**src/smps_pkg.sv**
```systemverilog
// constants, register map and states of the stop mode power-fail sequencer
// Summary of operation
// stop halts cpu, keeps state and memories
// io irq or warning wakes; fail resets
// 8 kHz ring clock drives wake-up timer
// wake period in 125 us steps, ~8 s
// monitor always on outside stop mode; code turns it off in por and between periodic samples
// stop monitor-off bit resets to one
// monitor off in stop ignores warning, reset
// por reset still generated in stop
// monitor re-enabled before stop exit completes
// exit check sets flag or resets cpu
// after fail reset, continuous or periodic sampling
// sample two ring cycles, confirm one more
// confirmed supply: warm crystal, start 8000h
// other resets keep monitor, regulator, crystal on
// other resets release within 20 cycles
// persistent warning sets flag, cpu keeps running
// fail: reset, regulator and crystal off, periodic
// below por: held in reset, nothing runs
// software may enter stop at any time
// two-bit interval: continuous, 2^11, 2^12, 2^13
package smps_pkg;
    localparam int CLK_PS = 4000;             // 250 MHz pclk
    localparam int XTAL_WARM_NS = 500000;     // crystal_warmup_time
    localparam int WARN_HOLD_NS = 10000;      // warning persistence time
    localparam int WARN_CYC = (WARN_HOLD_NS * 1000 + CLK_PS - 1) / CLK_PS;
    localparam int EXT_LIMIT_CYC = 20;        // non-fail reset release bound
    localparam int SYNC_LAT_CYC = 4;          // pin to filtered level
    localparam int EXT_REL_CYC = EXT_LIMIT_CYC - SYNC_LAT_CYC - 4;
    localparam int SAMPLE_TICKS = 2;          // detector on, ring periods
    localparam int PER_LOG2_BASE = 10;        // select n gives 2^(10+n)
    localparam logic [15:0] ROM_ENTRY = 16'h8000;
    localparam logic [15:0] BOOT_RST = 16'h0000;
    // apb byte offsets
    localparam logic [7:0] A_CTRL = 8'h00;    // power_control_register
    localparam logic [7:0] A_WAKE = 8'h04;
    localparam logic [7:0] A_CMD = 8'h08;
    localparam logic [7:0] A_STAT = 8'h0c;
    // power_control_register fields
    localparam int B_MONOFF = 0;              // stop_monitor_off
    localparam int B_SEL = 1;                 // two bits, interval select
    localparam int B_WIE = 3;                 // warning interrupt enable
    localparam logic [3:0] CTRL_RST = 4'h1;
    localparam int B_WEN = 16;                // wake timer enable
    localparam logic [16:0] WAKE_RST = 17'h00000;
    localparam int B_STOP = 0;                // command: enter stop
    // status flags, write one to clear
    localparam int B_WFLAG = 0;               // supply_warning_flag
    localparam int B_TFLAG = 1;               // woken by timer
    localparam int B_PFLAG = 2;               // power-fail reset seen
    localparam logic [2:0] FLAG_RST = 3'h0;
    // pin vector positions and levels held during reset
    localparam int PIN_N = 6;
    localparam int P_RING = 0;
    localparam int P_POR = 1;
    localparam int P_RST = 2;
    localparam int P_WARN = 3;
    localparam int P_IRQ = 4;
    localparam int P_XRSTN = 5;
    localparam logic [5:0] PIN_RST = 6'h20;
    // {cpu_reset, cpu_halt, monitor_on, regulator_on, crystal_on, sram_retain}
    localparam logic [5:0] OUT_RST = 6'h20;
    typedef enum logic [3:0] {
        ST_POR, ST_XTAL, ST_RUN, ST_STOP, ST_WAKE,
        ST_PFWAIT, ST_SAMPLE, ST_CONFIRM, ST_EXTRST
    } smps_state_t;
endpackage : smps_pkg

```
**src/smps_top.sv**
```systemverilog
// stop mode and power-fail sequencer with apb register slave
//
// Added by the designer: the APB interface to the registers and the register offsets.
`timescale 1ns/1ps
`default_nettype none
module smps_top #(
    parameter int XTAL_CYC = (smps_pkg::XTAL_WARM_NS * 1000 + smps_pkg::CLK_PS - 1)
        / smps_pkg::CLK_PS,
    parameter int CNT_W = 24
) (
    input wire logic pclk,
    input wire logic presetn,
    input wire logic [7:0] paddr,
    input wire logic psel,
    input wire logic penable,
    input wire logic pwrite,
    input wire logic [31:0] pwdata,
    output logic [31:0] prdata,
    output logic pready,
    output logic pslverr,
    input wire logic ring_osc,     // 8 kHz ring oscillator
    input wire logic por_low,      // supply below por_threshold
    input wire logic rst_low,      // supply below reset_threshold
    input wire logic warn_low,     // supply below warning_threshold
    input wire logic ext_irq,
    input wire logic ext_reset_n,
    input wire logic wdt_reset,    // watchdog, same clock
    output logic cpu_reset,
    output logic cpu_halt,
    output logic monitor_on,
    output logic regulator_on,
    output logic crystal_on,
    output logic sram_retain,
    output logic warn_irq,
    output logic [15:0] boot_addr
);

    smps_pkg::smps_state_t state_r, state_nxt;
    logic [3:0] ctrl_r;
    logic [16:0] wake_r;
    logic [2:0] flag_r, flag_set, flag_clr;
    logic [CNT_W-1:0] cyc_r, warn_cnt_r;
    logic [13:0] tick_r;
    logic [15:0] wcnt_r, boot_r;
    logic [5:0] out_r;
    logic pready_r, pslverr_r, wirq_r, ring_d_r, seen_r;
    logic [31:0] prdata_r, rd_mux;
    logic [smps_pkg::PIN_N-1:0] pin_f;
    logic rst_o, halt_o, mon_o, pwr_o;

    wire logic [smps_pkg::PIN_N-1:0] pin_raw =
        {ext_reset_n, ext_irq, warn_low, rst_low, por_low, ring_osc};

    // every pin passes three stages; stage 1 feeds stage 2 only
    genvar gi;
    generate
        for (gi = 0; gi < smps_pkg::PIN_N; gi++) begin : g_sync
            logic [2:0] sh_r;
            logic flt_r;
            always_ff @(posedge pclk or negedge presetn) begin
                if (!presetn) begin
                    sh_r <= {3{smps_pkg::PIN_RST[gi]}};
                    flt_r <= smps_pkg::PIN_RST[gi];
                end else begin
                    sh_r <= {sh_r[1:0], pin_raw[gi]};
                    if (sh_r[1] == sh_r[2]) begin
                        flt_r <= sh_r[2];  // glitch shorter than a cycle is dropped
                    end
                end
            end
            assign pin_f[gi] = flt_r;
        end
    endgenerate

    wire logic por_f = pin_f[smps_pkg::P_POR];
    wire logic rst_f = pin_f[smps_pkg::P_RST];
    wire logic warn_f = pin_f[smps_pkg::P_WARN];
    wire logic irq_f = pin_f[smps_pkg::P_IRQ];
    wire logic xrst_f = ~pin_f[smps_pkg::P_XRSTN] | wdt_reset;
    wire logic tick = pin_f[smps_pkg::P_RING] & ~ring_d_r;  // one per 125 us
    wire logic [1:0] sel = ctrl_r[smps_pkg::B_SEL +: 2];
    wire logic mon_stop = ~ctrl_r[smps_pkg::B_MONOFF];
    wire logic acc = psel & penable & ~pready_r;
    wire logic wr = psel & penable & pready_r & pwrite;
    wire logic stop_req = wr && paddr == smps_pkg::A_CMD && pwdata[smps_pkg::B_STOP];
    wire logic wake_done = cyc_r == CNT_W'(XTAL_CYC - 1);
    wire logic wake_hit = wake_r[smps_pkg::B_WEN] && wake_r[15:0] != 16'h0 && tick
        && wcnt_r == wake_r[15:0] - 16'h1;

    // last ring tick of a periodic interval
    function automatic logic [13:0] per_last(input logic [1:0] s);
        per_last = 14'((1 << (smps_pkg::PER_LOG2_BASE + int'(s))) - 1);
    endfunction : per_last

    // sequencer; a supply below por overrides every state
    always_comb begin
        state_nxt = state_r;
        case (state_r)
            smps_pkg::ST_POR: begin
                state_nxt = smps_pkg::ST_XTAL;
            end
            smps_pkg::ST_XTAL: begin
                if (wake_done) begin
                    state_nxt = smps_pkg::ST_RUN;
                end
            end
            smps_pkg::ST_RUN: begin
                if (rst_f) begin
                    state_nxt = smps_pkg::ST_PFWAIT;
                end else if (xrst_f) begin
                    state_nxt = smps_pkg::ST_EXTRST;
                end else if (stop_req) begin
                    state_nxt = smps_pkg::ST_STOP;
                end
            end
            smps_pkg::ST_STOP: begin
                // with the monitor off, the reset and warning levels are not looked at; por still is
                if (mon_stop && rst_f) begin
                    state_nxt = smps_pkg::ST_PFWAIT;
                end else if (xrst_f) begin
                    state_nxt = smps_pkg::ST_EXTRST;
                end else if (irq_f || wake_hit || (mon_stop && warn_f)) begin
                    state_nxt = smps_pkg::ST_WAKE;
                end
            end
            smps_pkg::ST_WAKE: begin
                if (wake_done) begin
                    state_nxt = rst_f ? smps_pkg::ST_PFWAIT : smps_pkg::ST_RUN;
                end
            end
            smps_pkg::ST_PFWAIT: begin
                if (sel == 2'h0 || (tick && tick_r == per_last(sel))) begin
                    state_nxt = smps_pkg::ST_SAMPLE;
                end
            end
            smps_pkg::ST_SAMPLE: begin
                if (tick && tick_r == 14'(smps_pkg::SAMPLE_TICKS - 1)) begin
                    state_nxt = rst_f ? smps_pkg::ST_PFWAIT : smps_pkg::ST_CONFIRM;
                end
            end
            smps_pkg::ST_CONFIRM: begin
                if (rst_f) begin
                    state_nxt = smps_pkg::ST_PFWAIT;
                end else if (tick) begin
                    state_nxt = smps_pkg::ST_XTAL;
                end
            end
            smps_pkg::ST_EXTRST: begin
                if (!xrst_f && cyc_r == CNT_W'(smps_pkg::EXT_REL_CYC - 1)) begin
                    state_nxt = smps_pkg::ST_RUN;
                end
            end
            default: begin
                state_nxt = smps_pkg::ST_POR;
            end
        endcase
        if (por_f) begin
            state_nxt = smps_pkg::ST_POR;
        end
    end

    always_ff @(posedge pclk or negedge presetn) begin
        if (!presetn) begin
            state_r <= smps_pkg::ST_POR;
        end else begin
            state_r <= state_nxt;
        end
    end

    // cycle and ring counters restart on every state change
    always_ff @(posedge pclk or negedge presetn) begin
        if (!presetn) begin
            cyc_r <= '0;
            tick_r <= '0;
            wcnt_r <= '0;
            ring_d_r <= 1'b0;
        end else begin
            ring_d_r <= pin_f[smps_pkg::P_RING];
            if (state_nxt != state_r || (state_r == smps_pkg::ST_EXTRST && xrst_f)) begin
                cyc_r <= '0;
            end else begin
                cyc_r <= cyc_r + 1'b1;
            end
            if (state_nxt != state_r) begin
                tick_r <= '0;
            end else if (tick) begin
                tick_r <= tick_r + 1'b1;
            end
            if (state_r != smps_pkg::ST_STOP) begin
                wcnt_r <= '0;
            end else if (tick) begin
                wcnt_r <= wcnt_r + 16'h1;
            end
        end
    end

    // warning must persist before the flag is raised
    always_ff @(posedge pclk or negedge presetn) begin
        if (!presetn) begin
            warn_cnt_r <= '0;
        end else if (state_r == smps_pkg::ST_RUN && warn_f && !rst_f) begin
            if (warn_cnt_r != CNT_W'(smps_pkg::WARN_CYC - 1)) begin
                warn_cnt_r <= warn_cnt_r + 1'b1;
            end
        end else begin
            warn_cnt_r <= '0;
        end
    end

    // sticky status, a set in the clearing cycle wins
    always_comb begin
        flag_set = 3'h0;
        flag_set[smps_pkg::B_WFLAG] = (state_r == smps_pkg::ST_RUN && !rst_f && warn_f
            && warn_cnt_r == CNT_W'(smps_pkg::WARN_CYC - 1))
            || (state_r == smps_pkg::ST_WAKE && wake_done && warn_f && !rst_f);
        flag_set[smps_pkg::B_TFLAG] = state_r == smps_pkg::ST_STOP && wake_hit;
        flag_set[smps_pkg::B_PFLAG] = state_nxt == smps_pkg::ST_PFWAIT
            && state_r inside {smps_pkg::ST_RUN, smps_pkg::ST_STOP, smps_pkg::ST_WAKE};
        flag_clr = (wr && paddr == smps_pkg::A_STAT) ? pwdata[2:0] : 3'h0;
    end

    always_ff @(posedge pclk or negedge presetn) begin
        if (!presetn) begin
            flag_r <= smps_pkg::FLAG_RST;
            wirq_r <= 1'b0;
        end else begin
            flag_r <= flag_set | (flag_r & ~flag_clr);
            wirq_r <= (flag_set[smps_pkg::B_WFLAG] | (flag_r[smps_pkg::B_WFLAG]
                & ~flag_clr[smps_pkg::B_WFLAG])) & ctrl_r[smps_pkg::B_WIE];
        end
    end

    // control writes; monitor-off only matters in stop, run ignores it
    always_ff @(posedge pclk or negedge presetn) begin
        if (!presetn) begin
            ctrl_r <= smps_pkg::CTRL_RST;
            wake_r <= smps_pkg::WAKE_RST;
        end else if (wr) begin
            if (paddr == smps_pkg::A_CTRL) begin
                ctrl_r <= pwdata[3:0];
            end
            if (paddr == smps_pkg::A_WAKE) begin
                wake_r <= pwdata[16:0];
            end
        end
    end

    // power controls, registered from the next state so they line up with it
    always_comb begin
        rst_o = state_nxt inside {smps_pkg::ST_POR, smps_pkg::ST_XTAL, smps_pkg::ST_PFWAIT,
            smps_pkg::ST_SAMPLE, smps_pkg::ST_CONFIRM, smps_pkg::ST_EXTRST};
        halt_o = state_nxt inside {smps_pkg::ST_STOP, smps_pkg::ST_WAKE};
        pwr_o = state_nxt inside {smps_pkg::ST_XTAL, smps_pkg::ST_RUN,
            smps_pkg::ST_WAKE, smps_pkg::ST_EXTRST};
        mon_o = pwr_o
            || state_nxt inside {smps_pkg::ST_SAMPLE, smps_pkg::ST_CONFIRM}
            || (state_nxt == smps_pkg::ST_PFWAIT && sel == 2'h0)
            || (state_nxt == smps_pkg::ST_STOP && mon_stop);
    end

    always_ff @(posedge pclk or negedge presetn) begin
        if (!presetn) begin
            out_r <= smps_pkg::OUT_RST;
            boot_r <= smps_pkg::BOOT_RST;
        end else begin
            out_r <= {rst_o, halt_o, mon_o, pwr_o, pwr_o, state_nxt != smps_pkg::ST_POR};
            if (state_r == smps_pkg::ST_XTAL && state_nxt == smps_pkg::ST_RUN) begin
                boot_r <= smps_pkg::ROM_ENTRY;
            end
        end
    end

    // apb slave: one wait state, unmapped offsets answer pslverr
    always_comb begin
        case (paddr)
            smps_pkg::A_CTRL: rd_mux = {28'h0, ctrl_r};
            smps_pkg::A_WAKE: rd_mux = {15'h0, wake_r};
            smps_pkg::A_STAT: rd_mux = {20'h0, state_r, 5'h0, flag_r};
            default: rd_mux = 32'h0;
        endcase
    end

    always_ff @(posedge pclk or negedge presetn) begin
        if (!presetn) begin
            pready_r <= 1'b0;
            pslverr_r <= 1'b0;
            prdata_r <= 32'h0;
            seen_r <= 1'b0;
        end else begin
            seen_r <= 1'b1;
            pready_r <= acc;
            pslverr_r <= acc && !(paddr inside {smps_pkg::A_CTRL, smps_pkg::A_WAKE,
                smps_pkg::A_CMD, smps_pkg::A_STAT});
            if (acc && !pwrite) begin
                prdata_r <= rd_mux;
            end
        end
    end

    assign {cpu_reset, cpu_halt, monitor_on, regulator_on, crystal_on, sram_retain} = out_r;
    assign prdata = prdata_r;
    assign pready = pready_r;
    assign pslverr = pslverr_r;
    assign warn_irq = wirq_r;
    assign boot_addr = boot_r;
endmodule : smps_top
`default_nettype wire

```
**config.mk**
```make
export PLATFORM = sky130hd
export DESIGN_NAME = smps_top
export DESIGN_NICKNAME = d
export VERILOG_FILES = /design/src/smps_pkg.sv /design/src/smps_top.sv
export SDC_FILE = /design/constraint.sdc
export NUM_CORES = 1
export LEC_CHECK = 0
export ABC_AREA = 1
export BUFFER_PORTS_ARGS = -buffer_cell sky130_fd_sc_hd__buf_2
export CAP_MARGIN = 20
export CORE_ASPECT_RATIO = 0.8
export CORE_MARGIN = 1
export CORE_UTILIZATION = 54
export CTS_BUF_LIST = sky130_fd_sc_hd__clkbuf_8
export DETAILED_ROUTE_END_ITERATION = 8
export GPL_ROUTABILITY_DRIVEN = 0
export PLACE_DENSITY = 0.78
export SLEW_MARGIN = 40
export SYNTH_ARGS = -nofsm -noshare
export SYNTH_HDL_FRONTEND = slang
export SYNTH_SLANG_ARGS = --single-unit
```
**constraint.sdc**
```tcl
create_clock -name pclk -period 2.2 [get_ports pclk]
set_input_delay 0.44 -clock pclk [delete_from_list [all_inputs] [get_ports pclk]]
set_output_delay 0.44 -clock pclk [all_outputs]
set_load 0.1 [all_outputs]
```
==> summary.txt, run 1 <==
SYNTH
----------------------------------------------------------------------------------
Number of enable flip-flop cells after synthesis ....................            0
Synthesized flop and latch total ....................................          157
Cells after synthesis ...............................................         1044
Synthesis warning total .............................................            0
Most common flop cell mapped by yosys ............................... sky130_fd_sc_hd__dfrtp_1
Post-synth ARST share ...............................................       100.0%
Sequential element share of the synthesized area ....................       46.50%
Number of library cell types mapped by synthesis ....................           52
Avg Inst Size Synth .................................................  8.108 sq um
Cell area after technology mapping ..................................   8464 sq um

STA
----------------------------------------------------------------------------------
Slew @ Worst Pin ....................................................    0.5802 ns
Post-route worst hold slack .........................................   0.03842 ns
Final slew viol count ...............................................            0
Final hold violation count ..........................................            0
Period Utilization, post-route ......................................       120.2%
Achievable clock frequency ..........................................    378.2 MHz
Smallest setup slack after layout ...................................   -0.4440 ns
Setup skew after layout .............................................   0.02349 ns
Final setup violation count .........................................           50
Time the worst path needs with I/O delays and setup .................     2.644 ns
Worst-case headroom to the max-slew limit ...........................       61.32%
Setup repair after global routing missed its margin .................          yes

CLOCKING
----------------------------------------------------------------------------------
TritonCTS clock tree ................................................        built
Clock root buffer ................................................... sky130_fd_sc_hd__clkbuf_8
Number of clock buffers inserted by TritonCTS .......................           17
Insertion delay to the later sink of the worst-skew pair ............      0.49 ns
Deepest clock path buffer count .....................................            2
Count of clock tree sinks ...........................................          157
Number of H-tree levels .............................................            4
Clock-pin slew on the worst setup and hold paths ....................      0.11 ns

LAYOUT
----------------------------------------------------------------------------------
Most common library cell in the layout ignoring fill and taps ....... sky130_fd_sc_hd__nand2_1
Commonest cells after routing, fill and taps aside .................. sky130_fd_sc_hd__nand2_1 (179), sky130_fd_sc_hd__buf_4 (163), sky130_fd_sc_hd__dfrtp_1 (149)
Utilization after layout ............................................       72.01%
Share of final-layout standard cells stronger than drive strength 1 .       30.56%
Filler Cell Count ...................................................         1131
Cell area after layout ..............................................  10920 sq um
Antenna cells .......................................................            0
# nets final ........................................................         1345
Area overhead of the layout relative to synthesis ...................       29.02%

ROUTE
----------------------------------------------------------------------------------
Wire length per cell ................................................     14.18 um
Post-detailed-routing wire length ...................................     21390 um
Number of remaining DRC errors ......................................            0
Number of detailed-route iterations in the first pass ...............            5
Total via count in the routed design ................................         7809
Via/cell ratio ......................................................        5.175
Antenna-violating nets left .........................................            0
DRC marker count from the first detailed-route iteration ............          580

RUN STATUS
----------------------------------------------------------------------------------
Failing checks ...................................................... setup timing
Status .............................................................. complete, but fails checks

PLACE
----------------------------------------------------------------------------------
HPWL after detailed placement .......................................     15370 um
Pre-CTS setup slack .................................................   -0.3983 ns
Cell area after placement ...........................................  10110 sq um
Port Buffer Count ...................................................           63

POWER
----------------------------------------------------------------------------------
Share of power burned in registers ..................................        48.2%
Net switching component of the power ................................     2.099 mW
Internal power of the cells .........................................     4.142 mW
Leakage power total .................................................     5.170 nW
Part of the total power dissipated in the clock network .............        35.6%
Power density normalized to cell area ............................... 571.5 nW/um^2
Combinational Power Share ...........................................        16.2%
Worst IR Drop VDD ...................................................  0.0004803 V
Switching Fraction ..................................................       33.64%

WORST SETUP PATH
----------------------------------------------------------------------------------
Type of destination of the critical path ............................    flip-flop
Logic depth of the worst register-to-register path ..................           21
Setup crit start kind ...............................................    flip-flop
Worst-path fanout max ...............................................            8
Reg-to-reg setup timing slack .......................................     -0.44 ns
Data arrival, critical path .........................................      3.07 ns
WS Path Type ........................................................      reg2reg
Required time at the endpoint of the critical path ..................      2.62 ns

DIE
----------------------------------------------------------------------------------
DIE HEIGHT ..........................................................     114.0 um
Die X-Extent ........................................................     142.0 um
Core Footprint ......................................................  15160 sq um
Site row count ......................................................           40
Starting density of the core ........................................       55.82%
I/O pin total .......................................................          109
Floorplan die area ..................................................  16180 sq um

WORST HOLD PATH
----------------------------------------------------------------------------------
Worst Hold Depth ....................................................            1
Min-Delay Path Class ................................................       in2reg

GRT
----------------------------------------------------------------------------------
Antenna violations before repair ....................................            1
Number of global-route vias before repair ...........................         7434
Final global-route overflow total ...................................            0
Global-route wire length before repair ..............................     34820 um
Maximum number of pins on one net before global-route repair ........           58
Global-route usage over all layers ..................................       27.55%

JOB
----------------------------------------------------------------------------------
Max_cap viols .......................................................            0

[routing by layer]
layer  vias to the layer above  GRT usage, %  wire (um)
met5                         -             0         13
met4                         2         9.892        383
met3                        46         5.668       1266
met2                       276         42.56       9661
met1                      3682         38.61      10070
li1                       3803             -          -
[cells in the mapped netlist (2+ instances only)]
cell type | instances | area share, %
sky130_fd_sc_hd__dfrtp_1 | 151 | 45
sky130_fd_sc_hd__o211ai_1 | 2 | 0.18
sky130_fd_sc_hd__xnor2_1 | 8 | 0.83
sky130_fd_sc_hd__nor2_1 | 130 | 5.8
sky130_fd_sc_hd__xor2_1 | 28 | 2.9
sky130_fd_sc_hd__a31oi_1 | 7 | 0.52
sky130_fd_sc_hd__nand3_2 | 2 | 0.24
sky130_fd_sc_hd__nor2_4 | 23 | 3.1
sky130_fd_sc_hd__dfstp_2 | 6 | 1.9
sky130_fd_sc_hd__ha_1 | 7 | 1.0
sky130_fd_sc_hd__or2_2 | 2 | 0.15
sky130_fd_sc_hd__and3_1 | 2 | 0.15
sky130_fd_sc_hd__clkbuf_1 | 8 | 0.35
sky130_fd_sc_hd__o21ai_0 | 63 | 3.7
sky130_fd_sc_hd__a21oi_1 | 47 | 2.8
sky130_fd_sc_hd__nor2_2 | 9 | 0.67
sky130_fd_sc_hd__buf_12 | 2 | 0.47
sky130_fd_sc_hd__o21ai_1 | 2 | 0.12
sky130_fd_sc_hd__a211oi_1 | 2 | 0.18
sky130_fd_sc_hd__buf_4 | 32 | 2.8
sky130_fd_sc_hd__nand3b_1 | 2 | 0.18
sky130_fd_sc_hd__nand3_1 | 48 | 2.8
sky130_fd_sc_hd__o31ai_1 | 2 | 0.18
sky130_fd_sc_hd__nor3_1 | 37 | 2.2
sky130_fd_sc_hd__maj3_1 | 6 | 0.71
sky130_fd_sc_hd__o22ai_1 | 6 | 0.44
sky130_fd_sc_hd__nand4_1 | 26 | 1.9
sky130_fd_sc_hd__inv_1 | 137 | 6.1
sky130_fd_sc_hd__inv_2 | 7 | 0.31
sky130_fd_sc_hd__nor3_2 | 2 | 0.24
sky130_fd_sc_hd__nand2_1 | 195 | 8.6
sky130_fd_sc_hd__a221oi_1 | 3 | 0.31
sky130_fd_sc_hd__buf_2 | 2 | 0.12
sky130_fd_sc_hd__nand2_2 | 9 | 0.67
sky130_fd_sc_hd__nor4_1 | 10 | 0.74
sky130_fd_sc_hd__nor3b_1 | 2 | 0.18
sky130_fd_sc_hd__a21o_1 | 2 | 0.18
[registers in the layout, summed over array words and instances (netlist names), 5 cells and up]
signal	cells
cyc_r	24
warn_cnt_r	24
g_sync.sh_r	18
prdata	17
wake_r	17
wcnt_r	16
tick_r	14
g_sync.flt_r	6
out_r	5
[cell families (layout without fill, tap and decap cells)]
logic type	count (synthesis)	in the layout	share of synthesized area, %
AND/OR/NAND/NOR	505	505	28.51
buffers and inverters	190	416	10.26
flip-flops	157	157	46.50
AO/OA/AOI/OAI	142	142	9.209
XOR/XNOR	36	36	3.725
adder cells (fa/ha/maj)	13	13	1.744
other	1	30	0.04430
[metrics by stage]
step / total power [mW] / TNS [ns] / std cells
finish: 6.241 / -18.31 / 1509
global placement: 4.015 / -8.217 / 1458
floorplan: 3.773 / -2.317 / 1073
global route: 6.469 / -27.01 / 1509
detailed placement: 4.034 / -14.66 / 1458
CTS: 6.238 / -14.17 / 1497
[power groups by stage]
stage                     registers [mW]  clock network, mW  logic (mW)
final                               3.01               2.22        1.01
after detailed placement            3.06                  0       0.970
after global placement              3.06                  0       0.955
after CTS                           3.01               2.24       0.985
after floorplan                     3.16                  0       0.610
after global routing                3.02               2.37        1.08
[final timing paths]
kind,startpoint,end
max in group asynchronous,presetn,g_sync[5].sh_r[2]
min reg2reg,g_sync[0].sh_r[0],g_sync[0].sh_r[1]
max,wake_r[0],cyc_r[23]
min,ext_reset_n,g_sync[5].sh_r[0]
max reg2reg,wake_r[0],cyc_r[23]
min in group asynchronous,presetn,cyc_r[17]
[worst max-delay path: stages (launching register included)]
cell and delay [ns]:
sky130_fd_sc_hd__dfrtp_1 0.41, sky130_fd_sc_hd__inv_2 0.11, sky130_fd_sc_hd__buf_4 0.14, sky130_fd_sc_hd__buf_4 0.11, sky130_fd_sc_hd__ha_2 0.15, sky130_fd_sc_hd__nand2_1 0.06, sky130_fd_sc_hd__nor2_2 0.12, sky130_fd_sc_hd__nand3_2 0.12
sky130_fd_sc_hd__o21ai_2 0.09, sky130_fd_sc_hd__nor2_2 0.05, sky130_fd_sc_hd__nand2_1 0.06, sky130_fd_sc_hd__nor2_2 0.04, sky130_fd_sc_hd__nand2_2 0.10, sky130_fd_sc_hd__nand3_1 0.12, sky130_fd_sc_hd__nand2_2 0.10, sky130_fd_sc_hd__nand2_2 0.05
sky130_fd_sc_hd__nand2_1 0.06, sky130_fd_sc_hd__nand2_1 0.08, sky130_fd_sc_hd__nor2_4 0.15, sky130_fd_sc_hd__nand4_4 0.17, sky130_fd_sc_hd__buf_12 0.20, sky130_fd_sc_hd__nor2_2 0.08
[final cells by class]
cell class              count  area, sq um  share of cell area [%]
clock inverters            14        165.2                   1.512
clock buffers              18        247.7                   2.269
repair buffers            239         1743                   15.96
inverters                 145        551.8                   5.053
multi-input cells         726         4011                   36.73
flip-flops and latches    157         3939                   36.07
well taps                 210        262.8                   2.406
[timing repair]
action / in CTS / in global routing
cloned: 0 / 0
pin swaps: 16 / 27
gates resized for setup: 24 / 55
setup endpoints to repair: 47 / 76
hold buffers: 1 / 0
endpoints found under the hold margin: 50 / 0
setup buffers: 6 / 13
Power figures use the tool's default switching activity.
==> run 2: changes to the inputs <==
- GPL_ROUTABILITY_DRIVEN: 0 -> 1
- PLACE_DENSITY: 0.78 -> 0.83
==> run 2 against run 1 <==
Compared with the run above:
- the flow still finishes with violations (setup timing)
- non-clock buffer count shrank 21
- clock power is essentially flat
- register-to-register slack is essentially flat
- sequential power is essentially flat
- count of clock-buffer cells in the layout shrank 1
- hold slack gained 0.025 ns
- critical path depth shrank 2
- via count shrank 0.65%
- sequential share of layout area grew 0.93 points
- largest power group unchanged
==> summary.txt, run 2 (synthesized netlist as in run 1, its figures left out) <==
RUN STATUS
----------------------------------------------------------------------------------
Status .............................................................. complete, but fails checks
Failing checks ...................................................... setup timing

DIE
----------------------------------------------------------------------------------
Die X-Extent ........................................................     142.0 um
Site row count ......................................................           40
I/O pin total .......................................................          109
DIE HEIGHT ..........................................................     114.0 um
Core Footprint ......................................................  15160 sq um
Floorplan die area ..................................................  16180 sq um
Starting density of the core ........................................       55.82%

WORST SETUP PATH
----------------------------------------------------------------------------------
WS Path Type ........................................................      reg2reg
Setup crit start kind ...............................................    flip-flop
Worst-path fanout max ...............................................            5
Type of destination of the critical path ............................    flip-flop
Largest incremental delay on the critical path ......................      0.40 ns
Critical Path Slowest Stage Cell .................................... sky130_fd_sc_hd__dfrtp_1
Required time at the endpoint of the critical path ..................      2.61 ns
Data arrival, critical path .........................................      3.05 ns
Cells along the critical path ....................................... inv_2 -> ha_4 -> nor2_2 -> a21oi_2 -> nand3_1 -> nor2_1 -> nand2_1 -> nor2_1 -> nand2_1 -> nor2_2 -> nand2_2 -> nand3_1 -> nand2_1 -> nand3_1 -> nand2_1 -> nor2_4 -> nand4_4 -> clkbuf_16 -> nor2_4
Cell mode on critical path .......................................... sky130_fd_sc_hd__nand2_1

GRT
----------------------------------------------------------------------------------
Maximum number of pins on one net before global-route repair ........           58
Global-route wire length before repair ..............................     34480 um
Antenna violations before repair ....................................            0
Final global-route overflow total ...................................            0
Number of global-route vias before repair ...........................         7243
Global-route usage over all layers ..................................       27.36%

JOB
----------------------------------------------------------------------------------
Max_cap viols .......................................................            0

LAYOUT
----------------------------------------------------------------------------------
# nets final ........................................................         1324
Commonest cells after routing, fill and taps aside .................. sky130_fd_sc_hd__nand2_1 (189), sky130_fd_sc_hd__dfrtp_1 (150), sky130_fd_sc_hd__buf_4 (144)
Cell area after layout ..............................................  10640 sq um
Filler Cell Count ...................................................         1123
Share of final-layout standard cells stronger than drive strength 1 .       26.92%
Multi-input logic area ..............................................   3894 sq um
Area overhead of the layout relative to synthesis ...................       25.75%
Antenna cells .......................................................            0
Top Registers ....................................................... cyc_r: 24 flops, warn_cnt_r: 24 flops, g_sync.sh_r: 18 flops
Final instance count without filler cells ...........................         1488
Most common library cell in the layout ignoring fill and taps ....... sky130_fd_sc_hd__nand2_1
Sequential cell area ................................................   3938 sq um

POWER
----------------------------------------------------------------------------------
Leakage power total .................................................     5.068 nW
Worst IR Drop VDD ...................................................  0.0004032 V
Power density normalized to cell area ............................... 586.1 nW/um^2
PnR Total Power .....................................................     6.239 mW

STA
----------------------------------------------------------------------------------
Final slew viol count ...............................................            0
Smallest setup slack after layout ...................................   -0.4471 ns
Setup repair after global routing missed its margin .................          yes
Slew @ Worst Pin ....................................................    0.5545 ns
Worst-case headroom to the max-slew limit ...........................       62.99%
Final hold violation count ..........................................            0
Setup skew after layout .............................................   0.02499 ns
Achievable clock frequency ..........................................    377.8 MHz
Final setup violation count .........................................           46
Time the worst path needs with I/O delays and setup .................     2.647 ns
Period Utilization, post-route ......................................       120.3%
Sum Neg Setup Slack .................................................    -16.10 ns

CLOCKING
----------------------------------------------------------------------------------
Count of clock tree sinks ...........................................          157
Number of H-tree levels .............................................            4
TritonCTS clock tree ................................................        built
Deepest clock path buffer count .....................................            2
Clock-pin slew on the worst setup and hold paths ....................      0.09 ns
Number of clock buffers inserted by TritonCTS .......................           17
Clock root buffer ................................................... sky130_fd_sc_hd__clkbuf_8
Insertion delay to the later sink of the worst-skew pair ............      0.47 ns

PLACE
----------------------------------------------------------------------------------
Port Buffer Count ...................................................           63
Cell area after placement ...........................................   9977 sq um
Cell Count Post-Placement ...........................................         1443
HPWL after detailed placement .......................................     15440 um
Placer's final routability congestion estimate ......................       0.9315

ROUTE
----------------------------------------------------------------------------------
DRC marker count from the first detailed-route iteration ............          668
Via/cell ratio ......................................................        5.214
Total via count in the routed design ................................         7758
Antenna-violating nets left .........................................            0
Number of detailed-route iterations in the first pass ...............            5
Number of remaining DRC errors ......................................            0
Wire length per cell ................................................     14.15 um
Post-detailed-routing wire length ...................................     21060 um

WORST HOLD PATH
----------------------------------------------------------------------------------
Min-Delay Path Class ................................................       in2reg

## run 2: report_power, final
part / switching, mW / internal, mW / total, mW
Sequential: 0.0503 / 2.96 / 3.01
Combinational: 0.738 / 0.288 / 1.03
Clock: 1.25 / 0.955 / 2.20
## run 2: per-stage QoR
stage | worst slack [ns] | hold slack [ns] | util, %
2_1_floorplan | -0.1018 | 0.1444 | -
3_3_place_gp | -0.2332 | 0.3380 | 65.79
3_5_place_dp | -0.3290 | 0.3356 | 65.79
4_1_cts | -0.3439 | 0.03517 | 68.69
5_1_grt | -0.6862 | 0.02506 | 70.19
6_report | -0.4471 | 0.06325 | 70.19
## run 2: path summary, 6_finish.rpt
check                           slack, ns                end  cells after the start              start
worst max-delay path                -0.45           cyc_r[3]                     19          wake_r[1]
worst min-delay path                 0.06  g_sync[5].sh_r[0]                      1        ext_reset_n
worst max register to register      -0.45           cyc_r[3]                     19          wake_r[1]
worst min register to register       0.35  g_sync[3].sh_r[1]                      0  g_sync[3].sh_r[0]
max in group asynchronous            1.03          ctrl_r[0]                      3            presetn
min in group asynchronous            0.51           cyc_r[3]                      2            presetn
## run 2: metal layers
layer	global-route usage (%)	routed length [um]	vias to the layer above
met5	0	0	-
met4	8.029	336	0
met3	5.751	1510	34
met2	40.72	9380	305
met1	40.27	9828	3659
li1	-	-	3760
## run 2: final cells by class
class / count / share of cell area, %
sequential: 157 / 36.99
multi-input combinational: 726 / 36.58
timing repair buffer: 218 / 14.95
inverter: 145 / 5.137
tap: 210 / 2.469
clock buffer: 17 / 2.198
clock inverter: 15 / 1.669
## run 2: timing repair
item | CTS | global route
setup endpoints to repair | 45 | 67
hold buffers | 1 | 0
hold endpoints to repair | 48 | 0
gates resized for setup | 5 | 32
pin swaps | 1 | 11
cloned | 0 | 3
buffers inserted | 0 | 9
## run 2: critical path, delay by kind of cell (launching register included)
kind	cells	cell delay [ns]
buf+inv	2	0.31
simple gates	15	1.48
flops	1	0.40
compound gates	1	0.12
fa+ha+maj	1	0.27
